### src/pci_user_pkg.sv
// constants, state encodings and carrier structs for the pci user-side bridge
// assumes a single pci clock domain and a synchronous active-high reset
package pci_user_pkg;

    ////////////////////////////////////////////////////////////////////////////
    // clock
    localparam int CLK_PERIOD_NS = 50;
    localparam int PCI_MAX_CLK_MHZ = 33;

    ////////////////////////////////////////////////////////////////////////////
    // bus commands on cbe during the address phase
    localparam logic [3:0] CMD_IO_READ = 4'h2;
    localparam logic [3:0] CMD_IO_WRITE = 4'h3;
    localparam logic [3:0] CMD_MEM_READ = 4'h6;
    localparam logic [3:0] CMD_MEM_WRITE = 4'h7;
    localparam logic [3:0] CMD_MEM_READ_MULT = 4'hc;
    localparam logic [3:0] CMD_MEM_READ_LINE = 4'he;
    localparam logic [3:0] CMD_MEM_WRITE_INV = 4'hf;

    ////////////////////////////////////////////////////////////////////////////
    // base address decode
    localparam int HIT_LINES = 8;
    localparam int HIT_MEM_LINE = 0;
    localparam int HIT_IO_LINE = 1;
    localparam logic [31:0] BAR_MEM_MASK = 32'hfff0_0000;
    localparam logic [31:0] BAR_IO_MASK = 32'hffff_ff00;

    ////////////////////////////////////////////////////////////////////////////
    // timing and reset values
    localparam logic [2:0] DEVSEL_WAIT_CYCLES = 3'h5;
    localparam logic [2:0] DEVSEL_COUNT_RESET = 3'h0;
    localparam logic [31:0] ADDR_RESET = 32'h0000_0000;
    localparam logic [3:0] CBE_RESET = 4'h0;
    localparam logic [15:0] CMD_DECODE_RESET = 16'h0000;
    localparam logic [7:0] HIT_RESET = 8'h00;

    ////////////////////////////////////////////////////////////////////////////
    // carriers
    // pin-level cycle control, active low as on the bus
    typedef struct packed {
        logic frame;
        logic irdy;
        logic trdy;
        logic stop;
        logic devsel;
    } ctrl_pins_type;

    // registered cycle control for the user, active high (1 = asserted)
    typedef struct packed {
        logic frame;
        logic irdy;
        logic trdy;
        logic stop;
        logic devsel;
        logic perr;
    } cycle_ctrl_type;

    typedef struct packed {
        logic bus_master;
        logic memory;
        logic io;
    } enables_type;

    typedef enum logic [2:0] {
        T_IDLE = 3'b000,
        T_DECODE = 3'b001,
        T_BUSY = 3'b010,
        T_DATA = 3'b011,
        T_TURN = 3'b100
    } target_state_type;

    typedef enum logic [1:0] {
        M_IDLE = 2'b00,
        M_ADDR = 2'b01,
        M_DATA = 2'b10,
        M_TURN = 2'b11
    } initiator_state_type;

endpackage : pci_user_pkg

### src/bar_hit_decode.sv
// base address compare: one-hot hit lines for the memory and i/o windows
// assumes address and command are already registered by the caller
`timescale 1ns/1ps
module bar_hit_decode (
    // address phase contents
    input wire logic [31:0] addr_in,
    input wire logic [3:0] cmd_in,
    // window bases and space enables
    input wire logic [31:0] mem_base_in,
    input wire logic [31:0] io_base_in,
    input wire pci_user_pkg::enables_type enables_in,
    // result
    output logic [7:0] hit_out
);

    function automatic logic is_mem_cmd(input logic [3:0] cmd);
        is_mem_cmd = (cmd == pci_user_pkg::CMD_MEM_READ) ||
                     (cmd == pci_user_pkg::CMD_MEM_WRITE) ||
                     (cmd == pci_user_pkg::CMD_MEM_READ_MULT) ||
                     (cmd == pci_user_pkg::CMD_MEM_READ_LINE) ||
                     (cmd == pci_user_pkg::CMD_MEM_WRITE_INV);
    endfunction : is_mem_cmd

    always_comb begin
        hit_out = pci_user_pkg::HIT_RESET;
        hit_out[pci_user_pkg::HIT_MEM_LINE] = enables_in.memory && is_mem_cmd(cmd_in) &&
            ((addr_in & pci_user_pkg::BAR_MEM_MASK) ==
             (mem_base_in & pci_user_pkg::BAR_MEM_MASK));
        hit_out[pci_user_pkg::HIT_IO_LINE] = enables_in.io &&
            ((cmd_in == pci_user_pkg::CMD_IO_READ) || (cmd_in == pci_user_pkg::CMD_IO_WRITE)) &&
            ((addr_in & pci_user_pkg::BAR_IO_MASK) ==
             (io_base_in & pci_user_pkg::BAR_IO_MASK));
    end

endmodule : bar_hit_decode

### src/pci_user_side.sv
// pci user-side bridge: target and initiator sequencing, bus parking and the
// registered strobes, command and address that the user application sees
// assumes pins are synchronous to clk_sys_in and the pad wire is resolved outside
`timescale 1ns/1ps

module pci_user_side (
    // clock and reset
    input wire logic clk_sys_in,
    input wire logic sys_rst_in,
    // pci cycle control pins, active low
    input wire pci_user_pkg::ctrl_pins_type ctrl_n_in,
    output pci_user_pkg::ctrl_pins_type ctrl_n_out,
    output pci_user_pkg::ctrl_pins_type ctrl_oe_out,
    input wire logic perr_n_in,
    // pci address/data and command pins
    input wire logic [31:0] ad_in,
    output logic [31:0] ad_out,
    output logic ad_oe_out,
    input wire logic [3:0] cbe_in,
    output logic [3:0] cbe_out,
    output logic cbe_oe_out,
    // arbitration and selection
    input wire logic gnt_n_in,
    output logic req_n_out,
    input wire logic idsel_in,
    // command register enables and window bases from configuration space
    input wire pci_user_pkg::enables_type enables_in,
    input wire logic [31:0] mem_base_in,
    input wire logic [31:0] io_base_in,
    // user initiator controls
    input wire logic user_request_in,
    input wire logic user_complete_in,
    input wire logic [3:0] m_cbe_in,
    input wire logic m_wrdn_in,
    // user data-flow controls
    input wire logic user_ready_in,
    input wire logic user_term_in,
    // internal address/data bus
    input wire logic [31:0] internal_addr_data_bus_in,
    output logic [31:0] internal_addr_data_bus_out,
    output logic internal_addr_data_bus_oe_out,
    // user strobes and latched information
    output logic address_phase_strobe_out,
    output logic transfer_done_strobe_out,
    output logic config_cycle_hint_out,
    output logic target_direction_out,
    output logic [3:0] target_cmd_byte_enables_out,
    output logic [15:0] cmd_decode_out,
    output logic [31:0] latched_addr_out,
    output logic [7:0] base_hit_out,
    output pci_user_pkg::cycle_ctrl_type cycle_ctrl_out
);

    function automatic logic [15:0] one_hot16(input logic [3:0] code);
        one_hot16 = 16'h0001 << code;
    endfunction : one_hot16

    ////////////////////////////////////////////////////////////////////////////
    // input registers

    pci_user_pkg::target_state_type t_state;
    pci_user_pkg::initiator_state_type i_state;
    logic [31:0] ad_q;
    logic [3:0] cbe_q;
    logic frame_prev;
    logic idsel_q;
    logic [7:0] hit;
    logic [7:0] hit_reg;
    logic stop_drive;
    logic last_phase;
    logic m_dir;
    logic parking;
    logic [2:0] devsel_count;
    logic addr_strobe;
    logic xfer;
    logic bus_idle;
    logic start_ok;

    always_ff @(posedge clk_sys_in) begin
        if (sys_rst_in) begin
            cycle_ctrl_out <= '0;
            frame_prev <= 1'b0;
            idsel_q <= 1'b0;
            ad_q <= pci_user_pkg::ADDR_RESET;
            cbe_q <= pci_user_pkg::CBE_RESET;
        end else begin
            cycle_ctrl_out.frame <= ~ctrl_n_in.frame;
            cycle_ctrl_out.irdy <= ~ctrl_n_in.irdy;
            cycle_ctrl_out.trdy <= ~ctrl_n_in.trdy;
            cycle_ctrl_out.stop <= ~ctrl_n_in.stop;
            cycle_ctrl_out.devsel <= ~ctrl_n_in.devsel;
            cycle_ctrl_out.perr <= ~perr_n_in;
            frame_prev <= cycle_ctrl_out.frame;
            idsel_q <= idsel_in;
            ad_q <= ad_in;
            cbe_q <= cbe_in;
        end
    end

    assign addr_strobe = cycle_ctrl_out.frame && !frame_prev;
    assign xfer = !ctrl_n_in.irdy && !ctrl_n_in.trdy;
    assign bus_idle = ctrl_n_in.frame && ctrl_n_in.irdy;
    assign start_ok = !gnt_n_in && user_request_in && enables_in.bus_master && bus_idle &&
                      (i_state == pci_user_pkg::M_IDLE) && (t_state == pci_user_pkg::T_IDLE);

    ////////////////////////////////////////////////////////////////////////////
    // address phase capture

    bar_hit_decode u_bar_hit_decode (
        .addr_in(ad_q),
        .cmd_in(cbe_q),
        .mem_base_in(mem_base_in),
        .io_base_in(io_base_in),
        .enables_in(enables_in),
        .hit_out(hit)
    );

    always_ff @(posedge clk_sys_in) begin
        if (sys_rst_in) begin
            latched_addr_out <= pci_user_pkg::ADDR_RESET;
            cmd_decode_out <= pci_user_pkg::CMD_DECODE_RESET;
            target_direction_out <= 1'b0;
            hit_reg <= pci_user_pkg::HIT_RESET;
        end else if (addr_strobe) begin
            latched_addr_out <= ad_q;
            cmd_decode_out <= one_hot16(cbe_q);
            target_direction_out <= cbe_q[0];
            // own initiator cycles are never claimed by the target
            hit_reg <= (i_state == pci_user_pkg::M_IDLE) ? hit : pci_user_pkg::HIT_RESET;
        end
    end

    assign target_cmd_byte_enables_out = cbe_q;
    assign address_phase_strobe_out = addr_strobe;
    assign config_cycle_hint_out = addr_strobe && idsel_q;

    ////////////////////////////////////////////////////////////////////////////
    // target sequencer

    always_ff @(posedge clk_sys_in) begin
        if (sys_rst_in) begin
            t_state <= pci_user_pkg::T_IDLE;
            stop_drive <= 1'b0;
        end else begin
            stop_drive <= user_term_in &&
                ((t_state == pci_user_pkg::T_BUSY) || (t_state == pci_user_pkg::T_DATA));
            case (t_state)
                pci_user_pkg::T_IDLE: begin
                    if (addr_strobe && (i_state == pci_user_pkg::M_IDLE) && (|hit)) begin
                        t_state <= pci_user_pkg::T_DECODE;
                    end
                end
                pci_user_pkg::T_DECODE: begin
                    t_state <= pci_user_pkg::T_BUSY;
                end
                pci_user_pkg::T_BUSY: begin
                    t_state <= pci_user_pkg::T_DATA;
                end
                pci_user_pkg::T_DATA: begin
                    if (ctrl_n_in.frame && (xfer || (stop_drive && !ctrl_n_in.irdy))) begin
                        t_state <= pci_user_pkg::T_TURN;
                    end
                end
                default: begin
                    t_state <= pci_user_pkg::T_IDLE;
                end
            endcase
        end
    end

    always_ff @(posedge clk_sys_in) begin
        if (sys_rst_in) begin
            base_hit_out <= pci_user_pkg::HIT_RESET;
        end else if (t_state == pci_user_pkg::T_DECODE) begin
            base_hit_out <= hit_reg;
        end else begin
            base_hit_out <= pci_user_pkg::HIT_RESET;
        end
    end

    ////////////////////////////////////////////////////////////////////////////
    // initiator sequencer and parking

    always_ff @(posedge clk_sys_in) begin
        if (sys_rst_in) begin
            req_n_out <= 1'b1;
            parking <= 1'b0;
        end else begin
            req_n_out <= !(user_request_in && enables_in.bus_master);
            parking <= !gnt_n_in && !(user_request_in && enables_in.bus_master) && bus_idle &&
                       (i_state == pci_user_pkg::M_IDLE);
        end
    end

    always_ff @(posedge clk_sys_in) begin
        if (sys_rst_in) begin
            i_state <= pci_user_pkg::M_IDLE;
            last_phase <= 1'b0;
            m_dir <= 1'b0;
            devsel_count <= pci_user_pkg::DEVSEL_COUNT_RESET;
        end else begin
            case (i_state)
                pci_user_pkg::M_IDLE: begin
                    last_phase <= 1'b0;
                    devsel_count <= pci_user_pkg::DEVSEL_COUNT_RESET;
                    if (start_ok) begin
                        i_state <= pci_user_pkg::M_ADDR;
                        m_dir <= m_wrdn_in;
                        last_phase <= user_complete_in;
                    end
                end
                pci_user_pkg::M_ADDR: begin
                    i_state <= pci_user_pkg::M_DATA;
                end
                pci_user_pkg::M_DATA: begin
                    if (ctrl_n_in.devsel &&
                        (devsel_count != pci_user_pkg::DEVSEL_WAIT_CYCLES)) begin
                        devsel_count <= devsel_count + 3'h1;
                    end
                    if (xfer && last_phase) begin
                        i_state <= pci_user_pkg::M_TURN;
                    end else if (!ctrl_n_in.stop ||
                                 (devsel_count == pci_user_pkg::DEVSEL_WAIT_CYCLES)) begin
                        if (last_phase) begin
                            i_state <= pci_user_pkg::M_TURN;
                        end
                        last_phase <= 1'b1;
                    end else if (user_complete_in) begin
                        last_phase <= 1'b1;
                    end
                end
                default: begin
                    i_state <= pci_user_pkg::M_IDLE;
                end
            endcase
        end
    end

    ////////////////////////////////////////////////////////////////////////////
    // data strobe and outgoing data registers

    // data on internal bus or accepted
    always_ff @(posedge clk_sys_in) begin
        if (sys_rst_in) begin
            transfer_done_strobe_out <= 1'b0;
            ad_out <= pci_user_pkg::ADDR_RESET;
            cbe_out <= pci_user_pkg::CBE_RESET;
        end else begin
            transfer_done_strobe_out <= xfer &&
                ((t_state == pci_user_pkg::T_DATA) || (i_state == pci_user_pkg::M_DATA));
            // one cycle of pipeline: user data on the internal bus reaches the pads next clock
            ad_out <= internal_addr_data_bus_in;
            cbe_out <= parking ? pci_user_pkg::CBE_RESET : m_cbe_in;
        end
    end

    assign internal_addr_data_bus_out = ad_q;

    ////////////////////////////////////////////////////////////////////////////
    // pin drive

    logic t_drive;
    logic m_drive;

    assign t_drive = (t_state == pci_user_pkg::T_BUSY) || (t_state == pci_user_pkg::T_DATA) ||
                     (t_state == pci_user_pkg::T_TURN);
    assign m_drive = (i_state != pci_user_pkg::M_IDLE);

    always_comb begin
        ctrl_n_out = '1;
        ctrl_oe_out = '0;
        ad_oe_out = 1'b0;
        cbe_oe_out = 1'b0;
        internal_addr_data_bus_oe_out = 1'b0;
        if (!sys_rst_in) begin
            ctrl_oe_out.devsel = t_drive;
            ctrl_oe_out.trdy = t_drive;
            ctrl_oe_out.stop = t_drive;
            ctrl_n_out.devsel = (t_state == pci_user_pkg::T_TURN);
            ctrl_n_out.trdy = !((t_state == pci_user_pkg::T_DATA) && user_ready_in);
            ctrl_n_out.stop = !((t_state == pci_user_pkg::T_DATA) && stop_drive);
            ctrl_oe_out.frame = m_drive;
            ctrl_oe_out.irdy = m_drive;
            ctrl_n_out.frame = !((i_state == pci_user_pkg::M_ADDR) ||
                                 ((i_state == pci_user_pkg::M_DATA) && !last_phase));
            ctrl_n_out.irdy = !((i_state == pci_user_pkg::M_DATA) && user_ready_in);
            ad_oe_out = parking || (i_state == pci_user_pkg::M_ADDR) ||
                        ((i_state == pci_user_pkg::M_DATA) && m_dir) ||
                        ((t_state == pci_user_pkg::T_DATA) && !target_direction_out);
            cbe_oe_out = parking || (i_state == pci_user_pkg::M_ADDR) ||
                         (i_state == pci_user_pkg::M_DATA);
            // device drives adio on the address strobe and when receiving
            internal_addr_data_bus_oe_out = addr_strobe ||
                (t_drive && target_direction_out) ||
                ((i_state == pci_user_pkg::M_DATA) && !m_dir);
        end
    end

endmodule : pci_user_side

### config.mk
export PLATFORM = sky130hd
export DESIGN_NAME = pci_user_side
export DESIGN_NICKNAME = d
export VERILOG_FILES = /design/src/pci_user_pkg.sv /design/src/bar_hit_decode.sv /design/src/pci_user_side.sv
export SDC_FILE = /design/constraint.sdc
export NUM_CORES = 1
export LEC_CHECK = 0
export BUFFER_PORTS_ARGS = -buffer_cell sky130_fd_sc_hd__buf_4
export CAP_MARGIN = 10
export CORE_MARGIN = 4
export CORE_UTILIZATION = 43
export DETAILED_ROUTE_END_ITERATION = 16
export GPL_ROUTABILITY_DRIVEN = 0
export PLACE_DENSITY_LB_ADDON = 0.05
export SKIP_CTS_REPAIR_TIMING = 1
export SYNTH_ARGS = -nofsm -noshare
export SYNTH_HDL_FRONTEND = slang
export SYNTH_SLANG_ARGS = --single-unit
### constraint.sdc
create_clock -name clk_sys_in -period 1.7 [get_ports clk_sys_in]
set_input_delay 0.085 -clock clk_sys_in [delete_from_list [all_inputs] [get_ports clk_sys_in]]
set_output_delay 0.085 -clock clk_sys_in [all_outputs]
set_load 0.01 [all_outputs]
==> flow_metrics.env, run 1 <==
export IMPL_ys_seq_area_share_pct=56.0
export IMPL_grt_pass1_vias=4746
export IMPL_post_route_util_pct=74.7
export IMPL_clock_sinks=147
export IMPL_power_switching_mw=2.15
export IMPL_slew_viol_final=0
export IMPL_syn_area_um2=5260
export IMPL_use_met1_pct=24.4
export IMPL_htree_num_levels=4
export IMPL_wl_per_cell_um=16.6
export IMPL_initial_core_util_pct=43.8
export IMPL_grt_first_pass_wirelength_um=24700
export IMPL_vias_per_cell=4.80
export IMPL_r2r_slack_ns=0.12
export IMPL_seqCellArea_um2=2950
export IMPL_grt_ovfl_total=0
export IMPL_violations="hold timing"
export IMPL_num_rows=40
export IMPL_core_area_um2=12000
export IMPL_synth_compound_area_share_pct=8.43
export IMPL_synth_seq_cells=147
export IMPL_p_total_mw=9.25
export IMPL_synthXorXnorAreaFrac_pct=6.17
export IMPL_root_buffer="clkbuf_16"
export IMPL_worst_endpoint_arrival_ns=1.59
export IMPL_syn_avg_cell_area_um2=9.45
export IMPL_clk_path_buf_depth=2
export IMPL_fin_cells=1067
export IMPL_die_h_um=119
export IMPL_min_period_over_period_pct=98.8
export IMPL_synth_ff_type="dfxtp_1"
export IMPL_crit_type="reg2out"
export IMPL_synth_top_family_by_area="simple AND/OR/NAND/NOR gates"
export IMPL_yosysTopAreaCell="dfxtp_1"
export IMPL_preCtsSetupSlack_ns=0.0737
export IMPL_ir_drop_v=0.000970
export IMPL_min_path_type="in2reg"
export IMPL_final_hold_violation_count=1
export IMPL_clkPwrFrac_pct=43.7
export IMPL_whs_path_depth=3
export IMPL_numPortBuffers=271
export IMPL_synth_top_area_share_pct=56.0
export IMPL_async_reset_ff_share_pct=0
export IMPL_ys_warn_count=0
export IMPL_grt_max_degree=80
export IMPL_synthTopCellsByCount="dfxtp_1 (147), nand2_1 (79), nor2b_1 (72)"
export IMPL_die_x_um=119
export IMPL_cts_clk_slew_worst_paths_ns=0.06
export IMPL_ant_nets=0
export IMPL_netlist_top_cells_area="dfxtp_1 (56%), nor2b_1 (8.6%), nand2_1 (5.6%)"
export IMPL_area_growth_pct=70.8
export IMPL_cts_buffers=17
export IMPL_track_usage_pct=22.4
export IMPL_worstPathRequired_ns=1.62
export IMPL_setup_ws_ns=0.0207
export IMPL_power_density_nw_per_um2=1030
export IMPL_synthAdderAreaFrac_pct=1.19
export IMPL_drtPass1Iterations=4
export IMPL_intPower_mw=7.09
export IMPL_fin_nets=1066
export IMPL_whs_endpoint="last_phase$_SDFFE_PP0P_"
export IMPL_setup_viol=0
export IMPL_dp_cells=951
export IMPL_finalCriticalPeriod_ns=1.68
export IMPL_grt_busiest_layer="met2"
export IMPL_final_area_um2=8970
export IMPL_r2r_end="i_state[1]$_SDFFE_PP0P_"
export IMPL_fmax_mhz=595
export IMPL_status="complete, but fails checks"
export IMPL_grt_use_met3_pct=9.47
export IMPL_rr_worst_depth=7
export IMPL_n_antenna_cell=0
export IMPL_hold_start="user_complete_in"
export IMPL_crit_path_start_kind="register"
export IMPL_synthSimpleGateAreaFrac_pct=23.1
export IMPL_initialDrtViolationCount=272
export IMPL_r2r_start="i_state[1]$_SDFFE_PP0P_"
export IMPL_whs_ns=-0.0000368
export IMPL_via_count=5117
export IMPL_grt_use_met2_pct=37.2
export IMPL_grt_setup_unrepaired="true"
export IMPL_clock_skew_ns=0.00515
export IMPL_nFillCells=853
export IMPL_cp_end_kind="output pin"
export IMPL_antenna_found_initial=0
export IMPL_maxCapViolations=0
export IMPL_power_leakage_nw=4.00
export IMPL_io_pins=306
export IMPL_die_area_um2=14100
export IMPL_yosysMostFrequentCell="dfxtp_1"
export IMPL_seqPwrFrac_pct=40.4
export IMPL_ys_types=42
export IMPL_synthMuxAreaShare_pct=0.571
export IMPL_path_max_fanout=8
export IMPL_setup_tns_ns=0
export IMPL_wl_um=17700
export IMPL_synth_edf_count=0
export IMPL_hpwl_um=12000
export IMPL_multi_input_area_um2=2150
export IMPL_swShare_pct=23.3
export IMPL_drc=0
export IMPL_netlist_instances=556
export IMPL_comb_power_share_pct=15.9
export IMPL_placed_cell_area_um2=7410
export IMPL_cts_tree="yes"
export IMPL_insertion_delay_ns=0.42
export IMPL_drive_above_1_share_pct=36.8
metal layers:
metal | vias to the layer above | share of wire [%] | wire length [um]
met3 | 39 | 8.3 | 1460
met1 | 2367 | 37 | 6520
met2 | 213 | 51 | 9060
met4 | 0 | 3.5 | 617
li1 | 2498 | - | -
met5 | - | 0 | 0
how the worst max path moves through the flow:
stage	slack, ns	from	to
final	0.02	t_state[2]$_SDFFE_PP0P_	ad_oe_out
after global routing	-0.08	t_state[0]$_SDFFE_PP0P_	internal_addr_data_bus_oe_out
after CTS	-0.28	i_state[0]$_SDFFE_PP0P_	ad_oe_out
after detailed placement	0.07	i_state[0]$_SDFFE_PP0P_	i_state[1]$_SDFFE_PP0P_
after global placement	0.14	i_state[0]$_SDFFE_PP0P_	i_state[1]$_SDFFE_PP0P_
after floorplan	0.15	t_state[2]$_SDFFE_PP0P_	i_state[1]$_SDFFE_PP0P_
final cells by class:
| class | instances | share of cell area [%] |
|---|---|---|
| repair buffers | 367 | 33.5 |
| clock inverters | 8 | 1.63 |
| well taps | 147 | 2.05 |
| clock buffers | 24 | 5.59 |
| inverters | 10 | 0.418 |
| flip-flops and latches | 147 | 32.8 |
| multi-input cells | 364 | 24.0 |
cell usage in the layout (no fill, tap or decap), types with 4 or more instances in the layout:
cell type	count
a21oi_1	40
a22oi_1	11
a31oi_1	4
a32oi_1	4
and2_1	7
buf_4	280
bufinv_16	4
clkbuf_16	17
clkbuf_8	5
conb_1	6
dfxtp_1	143
dfxtp_2	4
dlygate4sd3_1	81
inv_1	7
nand2_1	79
nand3_1	5
nand4_1	7
nor2_1	41
nor2b_1	72
nor3_1	11
nor4_1	4
xnor2_1	23
xor2_1	14
critical path: stages, from the launching register on:
cell       delay [ns]
dfxtp_2          0.32
buf_6            0.13
nand3b_1         0.28
nor2_2           0.19
a2111oi_4        0.05
nor2_1           0.09
buf_4            0.13
cells by family after synthesis:
logic type               Yosys count
XOR/XNOR                          37
multiplexers                       3
other                              1
flip-flops                       147
buffers and inverters             50
AO/OA/AOI/OAI                     71
AND/OR/NAND/NOR                  242
adder cells (fa/ha/maj)            5
power groups by stage:
stage	clock [mW]	combinational (mW)	sequential, mW
4_1_cts	4.10	1.25	3.72
6_report	4.04	1.47	3.73
3_5_place_dp	0	1.24	3.79
5_1_grt	4.25	1.60	3.75
3_3_place_gp	0	1.22	3.79
2_1_floorplan	0	0.560	3.84
No activity file was read; power rests on OpenSTA's default activity.
==> inputs of run 2 (changes only) <==
- CAP_MARGIN: 10 -> 20
- CORE_UTILIZATION: 43 -> 30
==> run 2 against run 1 <==
Compared with the run above: die area increased by 40%; clock skew increased by 0.0010 ns; cell area is 1.3% higher; sequential share of layout area decreased by 0.45 points; critical path depth is the same; sequential power barely moved; highest routed layer unchanged; non-clock buffer count is 10 higher; the flow finishes with violations (hold timing, setup timing); worst setup slack lost 0.027 ns; register-to-register slack improved by 0.04 ns; worst hold slack lost 0.014 ns.
==> flow_metrics.env, run 2 (synthesized netlist as in run 1, its figures left out) <==
export IMPL_initial_core_util_pct=30.5
export IMPL_power_leakage_nw=4.02
export IMPL_whs_ns=-0.0138
export IMPL_final_hold_violation_count=1
export IMPL_grt_setup_unrepaired="true"
export IMPL_grt_first_pass_wirelength_um=26200
export IMPL_drtPass1Iterations=4
export IMPL_initialDrtViolationCount=166
export IMPL_violations="hold timing, setup timing"
export IMPL_worst_endpoint_arrival_ns=1.62
export IMPL_io_pins=306
export IMPL_layout_common_cells="buf_4 (290), dfxtp_1 (144), dlygate4sd3_1 (81)"
export IMPL_r2r_end="t_state[0]$_SDFFE_PP0P_"
export IMPL_hold_start="user_complete_in"
export IMPL_finalCriticalPeriod_ns=1.71
export IMPL_setup_tns_ns=-0.00702
export IMPL_min_period_over_period_pct=100
export IMPL_crit_path_frequent_cell="buf_6"
export IMPL_rr_worst_depth=7
export IMPL_core_area_um2=17200
export IMPL_antenna_found_initial=0
export IMPL_htree_num_levels=4
export IMPL_final_area_um2=9090
export IMPL_whs_path_depth=3
export IMPL_wl_um=18100
export IMPL_drive_above_1_share_pct=37.3
export IMPL_worstPathCellList="buf_6 -> nand3b_1 -> buf_4 -> nor2_4 -> nand2_1 -> buf_6"
export IMPL_fin_nets=1076
export IMPL_die_x_um=140
export IMPL_cts_buffers=17
export IMPL_numPortBuffers=271
export IMPL_ant_nets=0
export IMPL_mostFrequentLayoutCell="buf_4"
export IMPL_crit_type="reg2out"
export IMPL_crit_path_start_kind="register"
export IMPL_worstPathRequired_ns=1.62
export IMPL_grt_pass1_vias=4904
export IMPL_clock_skew_ns=0.00615
export IMPL_n_antenna_cell=0
export IMPL_via_count=5039
export IMPL_min_path_type="in2reg"
export IMPL_drc=0
export IMPL_cp_slowest_stage_delay_ns=0.32
export IMPL_setup_ws_ns=-0.00613
export IMPL_r2r_slack_ns=0.16
export IMPL_slowest_stage="dfxtp_2"
export IMPL_die_area_um2=19700
export IMPL_slew_viol_final=0
export IMPL_r2r_start="i_state[1]$_SDFFE_PP0P_"
export IMPL_whs_endpoint="last_phase$_SDFFE_PP0P_"
export IMPL_setup_viol=2
export IMPL_placed_cell_area_um2=7540
export IMPL_track_usage_pct=17.1
export IMPL_cp_end_kind="output pin"
export IMPL_maxCapViolations=0
export IMPL_fmax_mhz=586
export IMPL_clock_sinks=147
export IMPL_root_buffer="clkbuf_16"
export IMPL_insertion_delay_ns=0.41
export IMPL_clk_path_buf_depth=2
export IMPL_grt_ovfl_total=0
export IMPL_num_rows=48
export IMPL_status="complete, but fails checks"
export IMPL_vias_per_cell=4.36
export IMPL_wl_per_cell_um=15.6
export IMPL_cts_clk_slew_worst_paths_ns=0.06
export IMPL_grt_max_degree=69
export IMPL_area_growth_pct=73.0
export IMPL_path_max_fanout=8
export IMPL_power_density_nw_per_um2=995
export IMPL_die_h_um=140
export IMPL_ir_drop_v=0.000664
export IMPL_hpwl_um=13100
export IMPL_cts_tree="yes"
[run 2: worst max-delay path by stage]
stage	from	endpoint	slack, ns	depth (start not counted)
floorplan	t_state[2]$_SDFFE_PP0P_	i_state[1]$_SDFFE_PP0P_	0.15	6
global placement	i_state[0]$_SDFFE_PP0P_	t_state[0]$_SDFFE_PP0P_	0.14	7
detailed placement	i_state[0]$_SDFFE_PP0P_	t_state[0]$_SDFFE_PP0P_	0.11	7
CTS	i_state[0]$_SDFFE_PP0P_	internal_addr_data_bus_oe_out	-0.28	6
global route	t_state[2]$_SDFFE_PP0P_	ad_oe_out	-0.13	6
finish	t_state[2]$_SDFFE_PP0P_	ctrl_n_out[1]	-0.006	6
[run 2: worst max-delay path, delay by kind of cell (launching register included)]
kind          cells  cell delay (ns)
buf+inv           3             0.46
simple gates      3             0.43
flops             1             0.32
[run 2: layer usage]
layer	vias to the layer above	share of wire [%]	global-route usage, %
met5	-	0	0
met1	2312	40	19.3
li1	2516	-	-
met2	186	50	29.3
met3	25	8.4	7.20
met4	0	1.6	5.51
[run 2: area by class of cell]
class / instances / area [um^2]
multi-input combinational: 364 / 2140
sequential: 147 / 2950
timing repair buffer: 377 / 3070
fill: 1636 / 8140
tap: 225 / 282
inverter: 10 / 37.5
clock buffer: 21 / 460
clock inverter: 11 / 151
[run 2: power breakdown]
part	internal, mW	total [mW]	leakage, nW	switching [mW]
Sequential	3.61	3.73	1.21	0.110
Clock	2.40	3.85	0.286	1.45
Combinational	0.828	1.47	2.52	0.645
Total	6.84	9.05	4.02	2.21
[run 2: metrics by stage]
stage	cells	power (mW)	hold slack [ns]	worst slack, ns	utilization [%]
2_1_floorplan	561	4.40	0.152	0.145	-
3_3_place_gp	1035	5.05	0.240	0.141	43.8
3_5_place_dp	1035	5.07	0.244	0.110	43.8
4_1_cts	1067	8.97	-0.204	-0.277	47.3
5_1_grt	1155	9.45	0.00913	-0.134	52.8
6_report	1155	9.05	-0.0138	-0.00613	52.8
==> inputs of run 3 (changes only) <==
- GPL_TIMING_DRIVEN: not set -> 0
- HOLD_SLACK_MARGIN: not set -> 0.15
- PLACE_DENSITY_LB_ADDON: 0.05 -> 0.2
==> run 3 against run 2 <==
Compared with the run above: first-iteration DRC count decreased by 6.0%; worst hold slack improved by 0.18 ns; clock-buffer cell count increased by 1; routed wire length increased by 1.8%; sequential cell count unchanged; non-clock buffer count increased by 30; die area unchanged; the flow finishes with violations (setup timing); core utilization increased by 0.88 points; register-to-register slack got worse by 0.16 ns; clock power decreased by 6.5%; sequential share of layout area decreased by 0.45 points; power decreased by 1.6%.
==> flow_metrics.env, run 3 (synthesized netlist as in run 1, its figures left out) <==
export IMPL_seqCellArea_um2=2950
export IMPL_cts_tree="yes"
export IMPL_cts_buffers=17
export IMPL_wl_um=18400
export IMPL_cp_end_kind="output pin"
export IMPL_insertion_delay_ns=0.42
export IMPL_area_growth_pct=75.9
export IMPL_maxSlewHeadroom_pct=59.0
export IMPL_setup_ws_ns=-0.0496
export IMPL_crit_path_start="i_state[0]$_SDFFE_PP0P_"
export IMPL_numPortBuffers=270
export IMPL_r2r_slack_ns=0
export IMPL_grt_pass1_vias=4827
export IMPL_die_h_um=140
export IMPL_grt_setup_unrepaired="true"
export IMPL_crit_end="internal_addr_data_bus_oe_out"
export IMPL_initial_core_util_pct=30.5
export IMPL_root_buffer="clkbuf_16"
export IMPL_slowest_stage="dfxtp_4"
export IMPL_cp_slowest_stage_delay_ns=0.36
export IMPL_min_period_over_period_pct=103
export IMPL_n_antenna_cell=0
export IMPL_maxCapViolations=0
export IMPL_p_total_mw=8.90
export IMPL_vias_per_cell=4.35
export IMPL_r2r_start="i_state[1]$_SDFFE_PP0P_"
export IMPL_finalCriticalPeriod_ns=1.75
export IMPL_preCtsSetupSlack_ns=-0.310
export IMPL_post_route_util_pct=53.6
export IMPL_drive_above_1_share_pct=37.6
export IMPL_crit_path_start_kind="register"
export IMPL_layout_common_cells="buf_4 (292), dfxtp_1 (142), dlygate4sd3_1 (86)"
export IMPL_worstPathRequired_ns=1.62
export IMPL_status="complete, but fails checks"
export IMPL_drtPass1Iterations=5
export IMPL_path_max_fanout=5
export IMPL_whs_ns=0.165
export IMPL_core_area_um2=17200
export IMPL_drc=0
export IMPL_mostFrequentLayoutCell="buf_4"
export IMPL_via_count=5151
export IMPL_clock_skew_ns=0.00978
export IMPL_grt_max_degree=17
export IMPL_grt_ovfl_total=0
export IMPL_worstPathCellList="inv_4 -> ha_4 -> buf_6 -> clkinvlp_4 -> o21a_1 -> o21ai_1 -> buf_4"
export IMPL_power_leakage_nw=4.10
export IMPL_r2r_end="i_state[1]$_SDFFE_PP0P_"
export IMPL_power_density_nw_per_um2=963
export IMPL_wl_per_cell_um=15.5
export IMPL_clock_sinks=147
export IMPL_initialDrtViolationCount=156
export IMPL_min_path_type="in2reg"
export IMPL_tightest_slew_ns=0.615
export IMPL_fmax_mhz=572
export IMPL_grt_first_pass_wirelength_um=26400
export IMPL_io_pins=306
export IMPL_die_area_um2=19700
export IMPL_ant_nets=0
export IMPL_cts_clk_slew_worst_paths_ns=0.06
export IMPL_worst_endpoint_arrival_ns=1.66
export IMPL_nFillCells=1550
export IMPL_antenna_found_initial=0
export IMPL_hpwl_um=13600
export IMPL_multi_input_area_um2=2190
export IMPL_fin_nets=1106
export IMPL_final_hold_violation_count=0
export IMPL_crit_type="reg2out"
export IMPL_clk_path_buf_depth=2
export IMPL_slew_viol_final=0
export IMPL_rr_worst_depth=7
export IMPL_violations="setup timing"
export IMPL_setup_viol=3
export IMPL_die_x_um=140
export IMPL_ir_drop_v=0.000699
export IMPL_htree_num_levels=4
export IMPL_num_rows=48
export IMPL_track_usage_pct=17.3
-- run 3: cell types whose count changed in the layout (fill, tap and decap cells not counted), moves of 3 or more --
cell           change
xnor2_1            -3
clkbuf_1          +13
dlygate4sd3_1      +5
xnor2_2            +3
buf_1              +6
clkbuf_2           +6
-- run 3: worst min-delay path by stage --
stage | startpoint | to | slack, ns | depth (start not counted)
after detailed placement | perr_n_in | cycle_ctrl_out[0]$_SDFF_PP0_ | 0.24 | 2
after global placement | perr_n_in | cycle_ctrl_out[0]$_SDFF_PP0_ | 0.24 | 2
after global routing | enables_in[1] | t_state[0]$_SDFFE_PP0P_ | 0.20 | 5
after CTS | perr_n_in | cycle_ctrl_out[0]$_SDFF_PP0_ | -0.20 | 2
after floorplan | perr_n_in | cycle_ctrl_out[0]$_SDFF_PP0_ | 0.15 | 1
final | enables_in[1] | hit_reg[0]$_SDFFE_PP0P_ | 0.17 | 5
-- run 3: layout make-up --
| type | count | share of cell area [%] |
|---|---|---|
| timing repair buffer | 369 | 32.3 |
| sequential | 147 | 32.0 |
| multi-input combinational | 364 | 23.7 |
| clock buffer | 22 | 5.13 |
| tap | 225 | 3.05 |
| buffer | 38 | 2.31 |
| clock inverter | 10 | 1.07 |
| inverter | 10 | 0.474 |
-- run 3: metrics by stage --
step / cell area [um^2] / setup TNS, ns / instances
floorplan: 5270 / 0 / 561
global placement: 7580 / -3.84 / 1056
detailed placement: 7580 / -3.73 / 1056
CTS: 8160 / -3.02 / 1088
global route: 9250 / -0.319 / 1185
finish: 9250 / -0.0738 / 1185
-- run 3: report_power, final --
group	leakage, nW	internal (mW)	switching [mW]
Combinational	2.61	0.878	0.668
Sequential	1.21	3.62	0.137
Clock	0.277	2.14	1.46
Total	4.10	6.64	2.26
-- run 3: critical path, delay by kind of cell, from the launching register on --
family	cells	cell delay (ns)
buffers and inverters	4	0.45
AO/OA/AOI/OAI	2	0.30
flip-flops	1	0.36
adder cells (fa/ha/maj)	1	0.13
-- run 3: layer usage --
metal	GRT usage [%]	vias up	wire, um
met3	7.78	19	1760
met5	0	-	0
li1	-	2591	-
met4	5.10	0	258
met2	28.8	202	9180
met1	20.1	2339	7190
